<file path="config.mk">
export PLATFORM = sky130hd
export DESIGN_NAME = osc_stab_timer
export DESIGN_NICKNAME = d
export VERILOG_FILES = /design/src/core/osc_stab_pkg.sv /design/src/core/crystal_edge_sync.sv /design/src/core/stab_counter.sv /design/src/core/osc_stab_timer.sv
export SDC_FILE = /design/constraint.sdc
export NUM_CORES = 1
export LEC_CHECK = 0
export BUFFER_PORTS_ARGS = -buffer_cell sky130_fd_sc_hd__buf_2
export CAP_MARGIN = 20
export CORE_ASPECT_RATIO = 1.2
export CORE_MARGIN = 2
export CORE_UTILIZATION = 45
export DETAILED_ROUTE_END_ITERATION = 16
export GPL_ROUTABILITY_DRIVEN = 0
export PLACE_DENSITY = 0.76
export SYNTH_ARGS = -nofsm -noshare
export SYNTH_HDL_FRONTEND = slang
export SYNTH_SLANG_ARGS = --single-unit
</file>
<file path="constraint.sdc">
create_clock -name i_sys_clk -period 2.02 [get_ports i_sys_clk]
set_clock_uncertainty 0.05 [all_clocks]
set_input_delay 0.101 -clock i_sys_clk [delete_from_list [all_inputs] [get_ports i_sys_clk]]
set_output_delay 0.101 -clock i_sys_clk [all_outputs]
set_load 0.005 [all_outputs]
</file>
<file path="src/core/osc_stab_pkg.sv">
// constants and helpers shared by the oscillation stabilization timer
// Notes on behaviour
// - status clears to 00h on reset release, stop instruction, crystal stop write
// - status bits 4..0 flag 2^11,2^13,2^14,2^15,2^16 crystal cycles; 7..5 zero
// - flags rise in ascending order from the 2^11 flag and stay set
// - counter stops at the selected stabilization time, never beyond
// - after stop release only flags up to the selected time can set
// - any system reset loads the select register with 05h (2^16 cycles)
// - with crystal as cpu clock, cpu held after release until time elapses
// - only real crystal edges are counted, start-up delay is excluded
// - status is read-only, readable as a single bit or as a byte
// - select register is read and written as a whole byte
// - stop mode halts the crystal and the internal high-speed oscillator
package osc_stab_pkg;

    // register addresses in the cpu data space
    localparam logic [15:0] STATUS_ADDR = 16'hffa3;
    localparam logic [15:0] SELECT_ADDR = 16'hffa4;

    // values after reset
    localparam logic [7:0] STATUS_RST = 8'h00;
    localparam logic [2:0] SELECT_RST = 3'h5;

    // field layout
    localparam int SEL_W   = 3;
    localparam int FLAG_N  = 5;
    localparam int CNT_W   = 17;
    localparam int SYNC_N  = 2;

    // select codes
    localparam logic [2:0] SEL_2P11 = 3'h1;
    localparam logic [2:0] SEL_2P13 = 3'h2;
    localparam logic [2:0] SEL_2P14 = 3'h3;
    localparam logic [2:0] SEL_2P15 = 3'h4;
    localparam logic [2:0] SEL_2P16 = 3'h5;

    // threshold exponents in crystal cycles
    localparam int EXP_2P11 = 11;
    localparam int EXP_2P13 = 13;
    localparam int EXP_2P14 = 14;
    localparam int EXP_2P15 = 15;
    localparam int EXP_2P16 = 16;

    // status flag bit positions
    localparam int POS_2P11 = 4;
    localparam int POS_2P13 = 3;
    localparam int POS_2P14 = 2;
    localparam int POS_2P15 = 1;
    localparam int POS_2P16 = 0;

    // exponent chosen by a select code; prohibited codes act as the longest
    function automatic int sel_exp(input logic [2:0] code);
        case (code)
            SEL_2P11: sel_exp = EXP_2P11;
            SEL_2P13: sel_exp = EXP_2P13;
            SEL_2P14: sel_exp = EXP_2P14;
            SEL_2P15: sel_exp = EXP_2P15;
            default:  sel_exp = EXP_2P16;
        endcase
    endfunction : sel_exp

    // exponent reported by a status bit position
    function automatic int flag_exp(input int pos);
        case (pos)
            POS_2P11: flag_exp = EXP_2P11;
            POS_2P13: flag_exp = EXP_2P13;
            POS_2P14: flag_exp = EXP_2P14;
            POS_2P15: flag_exp = EXP_2P15;
            default:  flag_exp = EXP_2P16;
        endcase
    endfunction : flag_exp

    // cycle count for an exponent, shortened by shift in simulation
    function automatic logic [CNT_W-1:0] thr(input int e, input int shift);
        thr = CNT_W'(1) << (e - shift);
    endfunction : thr

endpackage : osc_stab_pkg

</file>
<file path="src/core/crystal_edge_sync.sv">
// two-stage synchroniser for the crystal pin with rising edge pulse
`timescale 1ns/100ps
module crystal_edge_sync
    import osc_stab_pkg::*;
(
    // clock and reset
    input  wire logic i_sys_clk,
    input  wire logic i_rst_n,
    // crystal pin and edge pulse
    input  wire logic i_pin,
    output logic      o_rise
);

    logic [SYNC_N-1:0] sync_q;
    logic              last_q;

    // edge detector reads only the second stage, never the first
    always_ff @(posedge i_sys_clk)
    begin
        if (!i_rst_n)
        begin
            sync_q <= '0;
            last_q <= 1'b0;
        end
        else
        begin
            sync_q <= {sync_q[SYNC_N-2:0], i_pin};
            last_q <= sync_q[SYNC_N-1];
        end
    end

    assign o_rise = sync_q[SYNC_N-1] & ~last_q;

endmodule : crystal_edge_sync

</file>
<file path="src/core/stab_counter.sv">
// saturating up-counter of crystal edges with programmable limit
`timescale 1ns/100ps
module stab_counter
    import osc_stab_pkg::*;
#(
    parameter int W = CNT_W
)
(
    // clock and reset
    input  wire logic         i_sys_clk,
    input  wire logic         i_rst_n,
    // control
    input  wire logic         i_clr,
    input  wire logic         i_tick,
    input  wire logic [W-1:0] i_limit,
    // state
    output logic [W-1:0]      o_count,
    output logic              o_at_limit
);

    logic [W-1:0] count_q;
    logic [W-1:0] count_d;

    assign o_at_limit = (count_q >= i_limit);
    // clear beats a tick; no advance once the limit is reached
    assign count_d = i_clr ? '0 :
                     (i_tick && !o_at_limit) ? count_q + W'(1) :
                     count_q;

    always_ff @(posedge i_sys_clk)
    begin
        if (!i_rst_n)
            count_q <= '0;
        else
            count_q <= count_d;
    end

    assign o_count = count_q;

endmodule : stab_counter

</file>
<file path="src/core/osc_stab_timer.sv">
// oscillation stabilization timer: status and select registers, stop wait
`timescale 1ns/100ps
module osc_stab_timer
    import osc_stab_pkg::*;
#(
    // shortens every threshold by this power of two for simulation
    parameter int SCALE_SHIFT = 0
)
(
    // clock and reset
    input  wire logic        i_sys_clk,
    input  wire logic        i_rst_n,
    // cpu data space access
    input  wire logic [15:0] i_addr,
    input  wire logic        i_wr,
    input  wire logic [7:0]  i_wdata,
    input  wire logic        i_rd,
    input  wire logic [2:0]  i_bit_idx,
    output logic [7:0]       o_rdata,
    output logic             o_rd_bit,
    // crystal pin
    input  wire logic        i_crystal_clock,
    // standby control
    input  wire logic        i_stop_exec,
    input  wire logic        i_stop_release,
    input  wire logic        i_crystal_osc_stop_set,
    input  wire logic        i_cpu_on_crystal,
    // oscillator and cpu control
    output logic             o_osc_halt,
    output logic             o_cpu_hold
);

    typedef enum logic [1:0] {ST_RUN, ST_STOPPED, ST_WAIT} mode_t;

    mode_t             mode_q;
    mode_t             mode_d;
    logic [SEL_W-1:0]  sel_q;
    logic [FLAG_N-1:0] status_q;
    logic [FLAG_N-1:0] status_d;
    logic [FLAG_N-1:0] hit;
    logic [FLAG_N-1:0] allowed;
    logic [7:0]        rdata_q;
    logic              rd_bit_q;
    logic [7:0]        rd_mux;
    logic              crystal_rise;
    logic              tick;
    logic              clr;
    logic [CNT_W-1:0]  count;
    logic [CNT_W-1:0]  limit;
    logic              at_limit;
    logic              status_hit;
    logic              select_hit;

    // crystal edges arrive from another timing source, so synchronise first
    crystal_edge_sync u_sync
    (
        .i_sys_clk (i_sys_clk),
        .i_rst_n   (i_rst_n),
        .i_pin     (i_crystal_clock),
        .o_rise    (crystal_rise)
    );

    // the counter sees only real edges, so a silent start-up costs nothing
    assign tick = crystal_rise && (mode_q != ST_STOPPED);
    assign clr  = i_stop_exec || i_crystal_osc_stop_set;
    // prohibited codes fall back to the longest time instead of wrapping
    assign limit = thr(sel_exp(sel_q), SCALE_SHIFT);

    stab_counter #(.W(CNT_W)) u_cnt
    (
        .i_sys_clk  (i_sys_clk),
        .i_rst_n    (i_rst_n),
        .i_clr      (clr),
        .i_tick     (tick),
        .i_limit    (limit),
        .o_count    (count),
        .o_at_limit (at_limit)
    );

    // per-flag threshold compare and mask of flags the selection can reach
    for (genvar g = 0; g < FLAG_N; g++)
    begin : g_flag
        assign hit[g] = (count >= thr(flag_exp(g), SCALE_SHIFT));
        assign allowed[g] = (flag_exp(g) <= sel_exp(sel_q));
    end

    // flags are sticky; a clear in the same cycle empties them
    assign status_d = clr ? '0 : (status_q | hit);

    // address decode
    assign status_hit = (i_addr == STATUS_ADDR);
    assign select_hit = (i_addr == SELECT_ADDR);

    // read mux, upper bits of both registers read zero, unmapped reads 00h
    assign rd_mux = status_hit ? {3'h0, status_q} :
                    select_hit ? {5'h00, sel_q} :
                    8'h00;

    // standby sequencing
    always_comb
    begin
        mode_d = mode_q;
        unique case (mode_q)
            ST_RUN:
                if (i_stop_exec)
                    mode_d = ST_STOPPED;
            ST_STOPPED:
                if (i_stop_release)
                    mode_d = ST_WAIT;
            ST_WAIT:
                if (at_limit)
                    mode_d = ST_RUN;
        endcase
    end

    // both oscillators halt while stopped
    assign o_osc_halt = (mode_q == ST_STOPPED);
    // internal oscillator cpu runs on after release; crystal cpu waits
    assign o_cpu_hold = (mode_q == ST_STOPPED) ||
                        ((mode_q == ST_WAIT) && i_cpu_on_crystal &&
                         !at_limit);

    // state, status and select registers
    always_ff @(posedge i_sys_clk)
    begin
        if (!i_rst_n)
        begin
            mode_q   <= ST_RUN;
            status_q <= STATUS_RST[FLAG_N-1:0];
            sel_q    <= SELECT_RST;
        end
        else
        begin
            mode_q   <= mode_d;
            status_q <= status_d;
            // status is read-only, only the select register takes writes
            if (i_wr && select_hit)
                sel_q <= i_wdata[SEL_W-1:0];
        end
    end

    // read data is registered, one cycle after the read strobe
    always_ff @(posedge i_sys_clk)
    begin
        if (!i_rst_n)
        begin
            rdata_q  <= 8'h00;
            rd_bit_q <= 1'b0;
        end
        else if (i_rd)
        begin
            rdata_q  <= rd_mux;
            rd_bit_q <= rd_mux[i_bit_idx];
        end
    end

    assign o_rdata  = rdata_q;
    assign o_rd_bit = rd_bit_q;
endmodule : osc_stab_timer

</file>
# Word level (Yosys, flattened, before mapping)
# Index checks and enable logic that the tools add are counted.
[op_classes] add_sub_neg=1 n_lt_le_gt_ge=7 n_eq_ne=12 n_shift=1 n_mux=9 bitwise_logic=4 reduce_logical=11
[op_table] cell="16-bit equality test (second input constant)" n=2
[op_table] cell="1-bit by 32-bit << shifter with 17-bit output (first input constant)" n=1
[op_table] cell="5-bit case mux with 4 select lines" n=1
[op_table] cell="17-bit by 1-bit adder with 17-bit output (second input constant)" n=1
[op_table] cell="17-bit by 12-bit greater-or-equal comparator with 1-bit output (second input constant)" n=1
[op_table] cell="17-bit by 14-bit greater-or-equal comparator with 1-bit output (second input constant)" n=1
[op_table] cell="17-bit by 15-bit greater-or-equal comparator with 1-bit output (second input constant)" n=1
[op_table] cell="17-bit by 16-bit greater-or-equal comparator with 1-bit output (second input constant)" n=1
[op_table] cell="17-bit greater-or-equal comparator" n=1
[op_table] cell="17-bit greater-or-equal comparator (second input constant)" n=1
[op_table] cell="3-bit by 2-bit equality test with 1-bit output (second input constant)" n=2
[op_table] cell="2-bit 2-to-1 mux" n=3
[op_table] cell="2-bit case mux with 3 select lines" n=1
[op_table] cell="1-bit logical AND" n=5
[op_table] cell="5-bit 2-to-1 mux" n=1
[op_table] cell="5-bit bitwise OR" n=1
[op_table] cell="3-bit by 4-bit less-than comparator with 1-bit output (second input constant)" n=1
[op_table] cell="2-bit by 1-bit inequality test with 1-bit output (second input constant)" n=2
[op_table] cell="2-bit inequality test (second input constant)" n=2
[op_table] cell="1-bit binary-select mux with 3-bit select" n=1
[op_table] cell="3-bit by 1-bit equality test with 1-bit output (second input constant)" n=1
[op_table] cell="3-bit equality test (second input constant)" n=1
[op_table] cell="3-bit 2-to-1 mux" n=1
[op_table] cell="3-bit AND reduction" n=1
[op_table] cell="9 further kinds" n=11
[totals] regBits=39 in_bits=36

# Logic depth before layout (Yosys ltp)
[logic_depth] depth_word=7 depth_mapped=9 mapped_depth_nobuf=8

# Cells and area by module
# Synthesis repeated with hierarchy kept, for this count alone.
[hier_totals] cells_unflattened=278 hier_area_um2=2323.5
[by_module_without_submodules] module="stab_counter" instances=1 cells_per_inst=168 area_each_um2=1336.3 seq_area_each_um2=340.3
[by_module_without_submodules] module="osc_stab_timer" instances=1 cells_per_inst=103 area_each_um2=894.6 seq_area_each_um2=320.3
[by_module_without_submodules] module="crystal_edge_sync" instances=1 cells_per_inst=7 area_each_um2=92.6 seq_area_each_um2=60.1

# Least setup slack after synthesis
# OpenSTA, ideal clock, no wires.
[synth_timing] path_type="register to register" start="reg sel_q[0]" end="reg u_cnt.count_q[15] (netlist: u_cnt.o_count[15])" setup_ns=0.128 arrival_time_ns=2.051 path_slack_ns=-0.208 path_stages_with_launch=10 path_buffers=1 cell_sequence="dfxtp_1 > nor2_1 > xnor2_1 > ha_1 > a21oi_1 > o2111ai_1 > clkbuf_1 > nor4_1 > xnor2_1 > nor2_1"
[synth_via] elab_chain_cells=6 word_cells_on_any_way=9 classes_between="order compare: 1; eq/ne: 4; shift: 1; mux: 1; reduce/logical: 2"
[synth_lines] item="start, declared" line="osc_stab_timer.sv:37" rtl="logic [SEL_W-1:0] sel_q;"
[synth_lines] item="start signal, assigned" line="osc_stab_timer.sv:138" rtl="sel_q <= i_wdata[SEL_W-1:0];"
[synth_lines] item="3-bit equality test, or another cell as far along" line="osc_stab_pkg.sv:53" rtl="case (code)"
[synth_lines] item="5-bit case mux with 4 select lines (*)"
[synth_lines] item="1-bit by 32-bit << shifter with 17-bit output (*)" line="osc_stab_pkg.sv:75" rtl="thr = CNT_W'(1) << (e - shift);"
[synth_lines] item="17-bit greater-or-equal comparator (*)" line="stab_counter.sv:24" rtl="assign o_at_limit = (count_q >= i_limit);"
[synth_lines] item="1-bit logical NOT (*)" line="stab_counter.sv:27" rtl="(i_tick && !o_at_limit) ? count_q + W'(1) :"
[synth_lines] item="1-bit logical AND (*)" line="stab_counter.sv:27"
[synth_lines] item="end signal, assigned" line="stab_counter.sv:35" rtl="count_q <= count_d;"
[synth_lines] item="end, declared" line="stab_counter.sv:21" rtl="logic [W-1:0] count_q;"
# Mark *: on every way between the ends. The rest lies on a longest branch, timed or not.
# A chain may end at the register's enable or synchronous reset.

# Worst setup path after layout
[layout_timing] start="reg sel_q[1]" end="out o_cpu_hold"
[layout_via] elab_chain_cells=7 word_cells_on_any_way=10 classes_between="order compare: 1; eq/ne: 4; shift: 1; mux: 1; reduce/logical: 3"
[layout_lines] item="3-bit equality test, or another cell as far along" line="osc_stab_pkg.sv:53"
[layout_lines] item="5-bit case mux with 4 select lines (*)"
[layout_lines] item="1-bit by 32-bit << shifter with 17-bit output (*)" line="osc_stab_pkg.sv:75"
[layout_lines] item="17-bit greater-or-equal comparator (*)" line="stab_counter.sv:24"
[layout_lines] item="1-bit logical NOT (*)" line="osc_stab_timer.sv:121" rtl="!at_limit);"
[layout_lines] item="1-bit logical AND (*)" line="osc_stab_timer.sv:120" rtl="((mode_q == ST_WAIT) && i_cpu_on_crystal &&"
[layout_lines] item="1-bit logical OR (*)" line="osc_stab_timer.sv:119" rtl="assign o_cpu_hold = (mode_q == ST_STOPPED) ||"
[layout_lines] item="end, declared" line="osc_stab_timer.sv:30" rtl="output logic o_cpu_hold"
# Marked as above.

==> flow_metrics.py <==
metrics = {
    "sta": {
        "slew_viol_final": 0,
        "min_period_ns": 2.37,
        "timing.final.crit_share_pct": 117,
        "tns_ns": -4.17,
        "worst_slack_ns": -0.347,
        "worst_pin_slew_ns": 0.696,
        "maxSlewHeadroom_pct": 53.5,
        "fmaxAchievable_mhz": 422,
        "finalHoldViolations": 0,
        "setup_viol": 20,
        "rsz0062_at_grt": "yes",
    },
    "routing": {
        "vias_per_cell": 5.41,
        "dr.pass1.iters": 4,
        "postRouteAntennaNets": 0,
        "via_count": 1888,
        "drt_wl_total_um": 5450,
        "routedWlPerCell_um": 15.6,
        "drt_iter0_markers": 115,
        "drc": 0,
    },
    "yosys": {
        "ys_ff_latch": 36,
        "synth_top_family_by_area": "simple AND/OR/NAND/NOR gates",
        "synth_ff_type": "dfxtp_1",
        "synthSimpleGateAreaFrac_pct": 32.0,
        "synth_xor_area_share_pct": 7.20,
        "synth_compound_area_share_pct": 9.97,
        "synth_top_area_cell": "dfxtp_1",
        "synthArstFlopShare_pct": 0,
        "synthAdderAreaFrac_pct": 7.07,
        "muxShareOfSynthArea_pct": 2.06,
        "yosysWarnings": 0,
        "ys_top_cells_by_area": "dfxtp_1, xnor2_1, ha_1",
        "synth_edf_count": 0,
        "synth_cell_types": 41,
        "synth_cells": 225,
        "synth-seq-area-share_pct": 37.0,
        "syn_avg_cell_area_um2": 8.65,
        "synth_area_um2": 1950,
        "yosysTopAreaCellShare_pct": 37.0,
    },
    "global_route": {
        "antenna_found_initial": 0,
        "gr-total-overflow": 0,
        "grt_pass1_wl_um": 8410,
        "grt_max_degree": 18,
        "grt_pass1_vias": 1900,
        "grt.total_usage_pct": 22.4,
    },
    "critical_path": {
        "crit_type": "flip-flop to output pin",
        "crit_required_ns": 1.87,
        "worst_ep_arrival_time_ns": 2.22,
        "start_kind": "flip-flop",
        "cp_max_fo": 6,
        "reg2reg_slack_ns": -0.29,
        "cp-end-kind": "output pin",
    },
    "cells_and_area": {
        "finalNonFillerCells": 349,
        "final_core_util_pct": 69.4,
        "layout_common_cells": "buf_2, dfxtp_1, nor2_1",
        "nNetsFinal": 340,
        "drive_above_1_share_pct": 38.2,
        "layout_commonest_cell": "buf_2",
        "num_antenna_cells": 0,
        "area_growth_pct": 49.7,
    },
    "floorplan": {
        "dieWidth_um": 64.0,
        "die_h_um": 76.0,
        "start_util_pct": 46.4,
        "core-area_um2": 4200,
        "num_rows": 26,
        "pin_count": 47,
        "die_area_um2": 4870,
    },
    "clocking": {
        "cts_buffers": 5,
        "clk_latency_ns": 0.29,
        "cts.reportedPaths.clkPinSlew_ns": 0.07,
        "htree_num_levels": 2,
        "root_buffer": "clkbuf_8",
        "cts_sinks": 36,
        "cts_tree": "yes",
        "clockBufferDepth": 2,
    },
    "pwr": {
        "vdd_drop_max_v": 0.000473,
        "p_total_mw": 1.54,
        "p_per_area_nw_per_um2": 530,
        "p_leak_nw": 1.04,
    },
    "status": {
        "violations": "negative setup slack",
        "status": "complete, but fails checks",
    },
    "placement": {
        "portBuffers": 38,
        "placed_cells": 333,
        "dp_hpwl_um": 3290,
        "pre_cts_ws_ns": -0.228,
    },
    "flow_run": {
        "maxCapViolCount": 0,
    },
    "worst_hold_path": {
        "hp-class": "input port to flip-flop",
    },
}
[synthesized netlist by cell type, types with 5 or more instances]
library cell	n
a21oi_1	7
dfxtp_1	36
nand2b_1	8
a21boi_1	5
nor2_1	27
nand3_1	12
nand4_1	5
nand2_1	16
clkbuf_1	9
nor4_1	13
inv_1	7
xnor2_1	16
ha_1	11
[power breakdown]
part | internal (mW) | switching (mW)
clock | 0.234 | 0.251
combinational | 0.154 | 0.167
sequential | 0.723 | 0.0140
[final timing paths]
check,start,to,cells past startpoint
worst max-delay path,sel_q[1],o_cpu_hold,8
worst min-delay path,i_wdata[1],sel_q[1],3
worst max register to register,sel_q[1],u_cnt.o_count[11],9
worst min register to register,u_sync.sync_q[0],u_sync.sync_q[1],1
[sequential cells by signal, summed over array words and instances, names as in the netlist]
| register | count |
|---|---|
| mode_q | 2 |
| o_rd_bit | 1 |
| o_rdata | 5 |
| status_q | 5 |
| u_sync.last_q | 1 |
| sel_q | 3 |
| u_sync.sync_q | 2 |
| u_cnt.o_count | 17 |
[layout make-up]
class	count	area, um^2
timing repair buffer	70	505
fill	300	1280
tap	56	70.1
inverter	7	26.3
multi-input combinational	173	1500
clock buffer	6	72.6
sequential	36	732
clock inverter	1	5.00
[cell families after synthesis]
logic type	after synthesis
compound gates	28
xor+xnor	16
fa+ha+maj	11
buf+inv	19
flops	36
mux	4
other cells	2
simple gates	109
[routing by layer]
layer  track usage (%)  up-vias  routed length [um]
met5                 0        -                   0
met4              8.70        0                 211
met3              5.47       21                 233
met2              44.0       54                3040
met1              21.4      886                1970
li1                  -      927                   -
[stage by stage]
step | instance area [um^2] | hold WS, ns
after global routing | 2910 | 0.0363
after global placement | 2490 | 0.259
final | 2910 | 0.0199
after CTS | 2820 | 0.0198
after floorplan | 2120 | 0.176
after detailed placement | 2490 | 0.263
[critical path: stages, from the launching register on]
cell	delay (ns)
dfxtp_4	0.38
or3b_4	0.41
ha_4	0.28
nand4_1	0.12
a21oi_2	0.26
buf_12	0.16
nor2_4	0.05
a21o_1	0.16
buf_2	0.12
[timing repair]
| action | in CTS | in global routing |
|---|---|---|
| endpoints found under the hold margin | 3 | 0 |
| hold buffers | 3 | 0 |
| pin swaps | 12 | 20 |
| gates cloned | 2 | 0 |
| setup endpoints to repair | 20 | 20 |
| resized for setup | 27 | 16 |
| buffers inserted | 1 | 3 |
No activity file was read; power rests on OpenSTA's default activity.
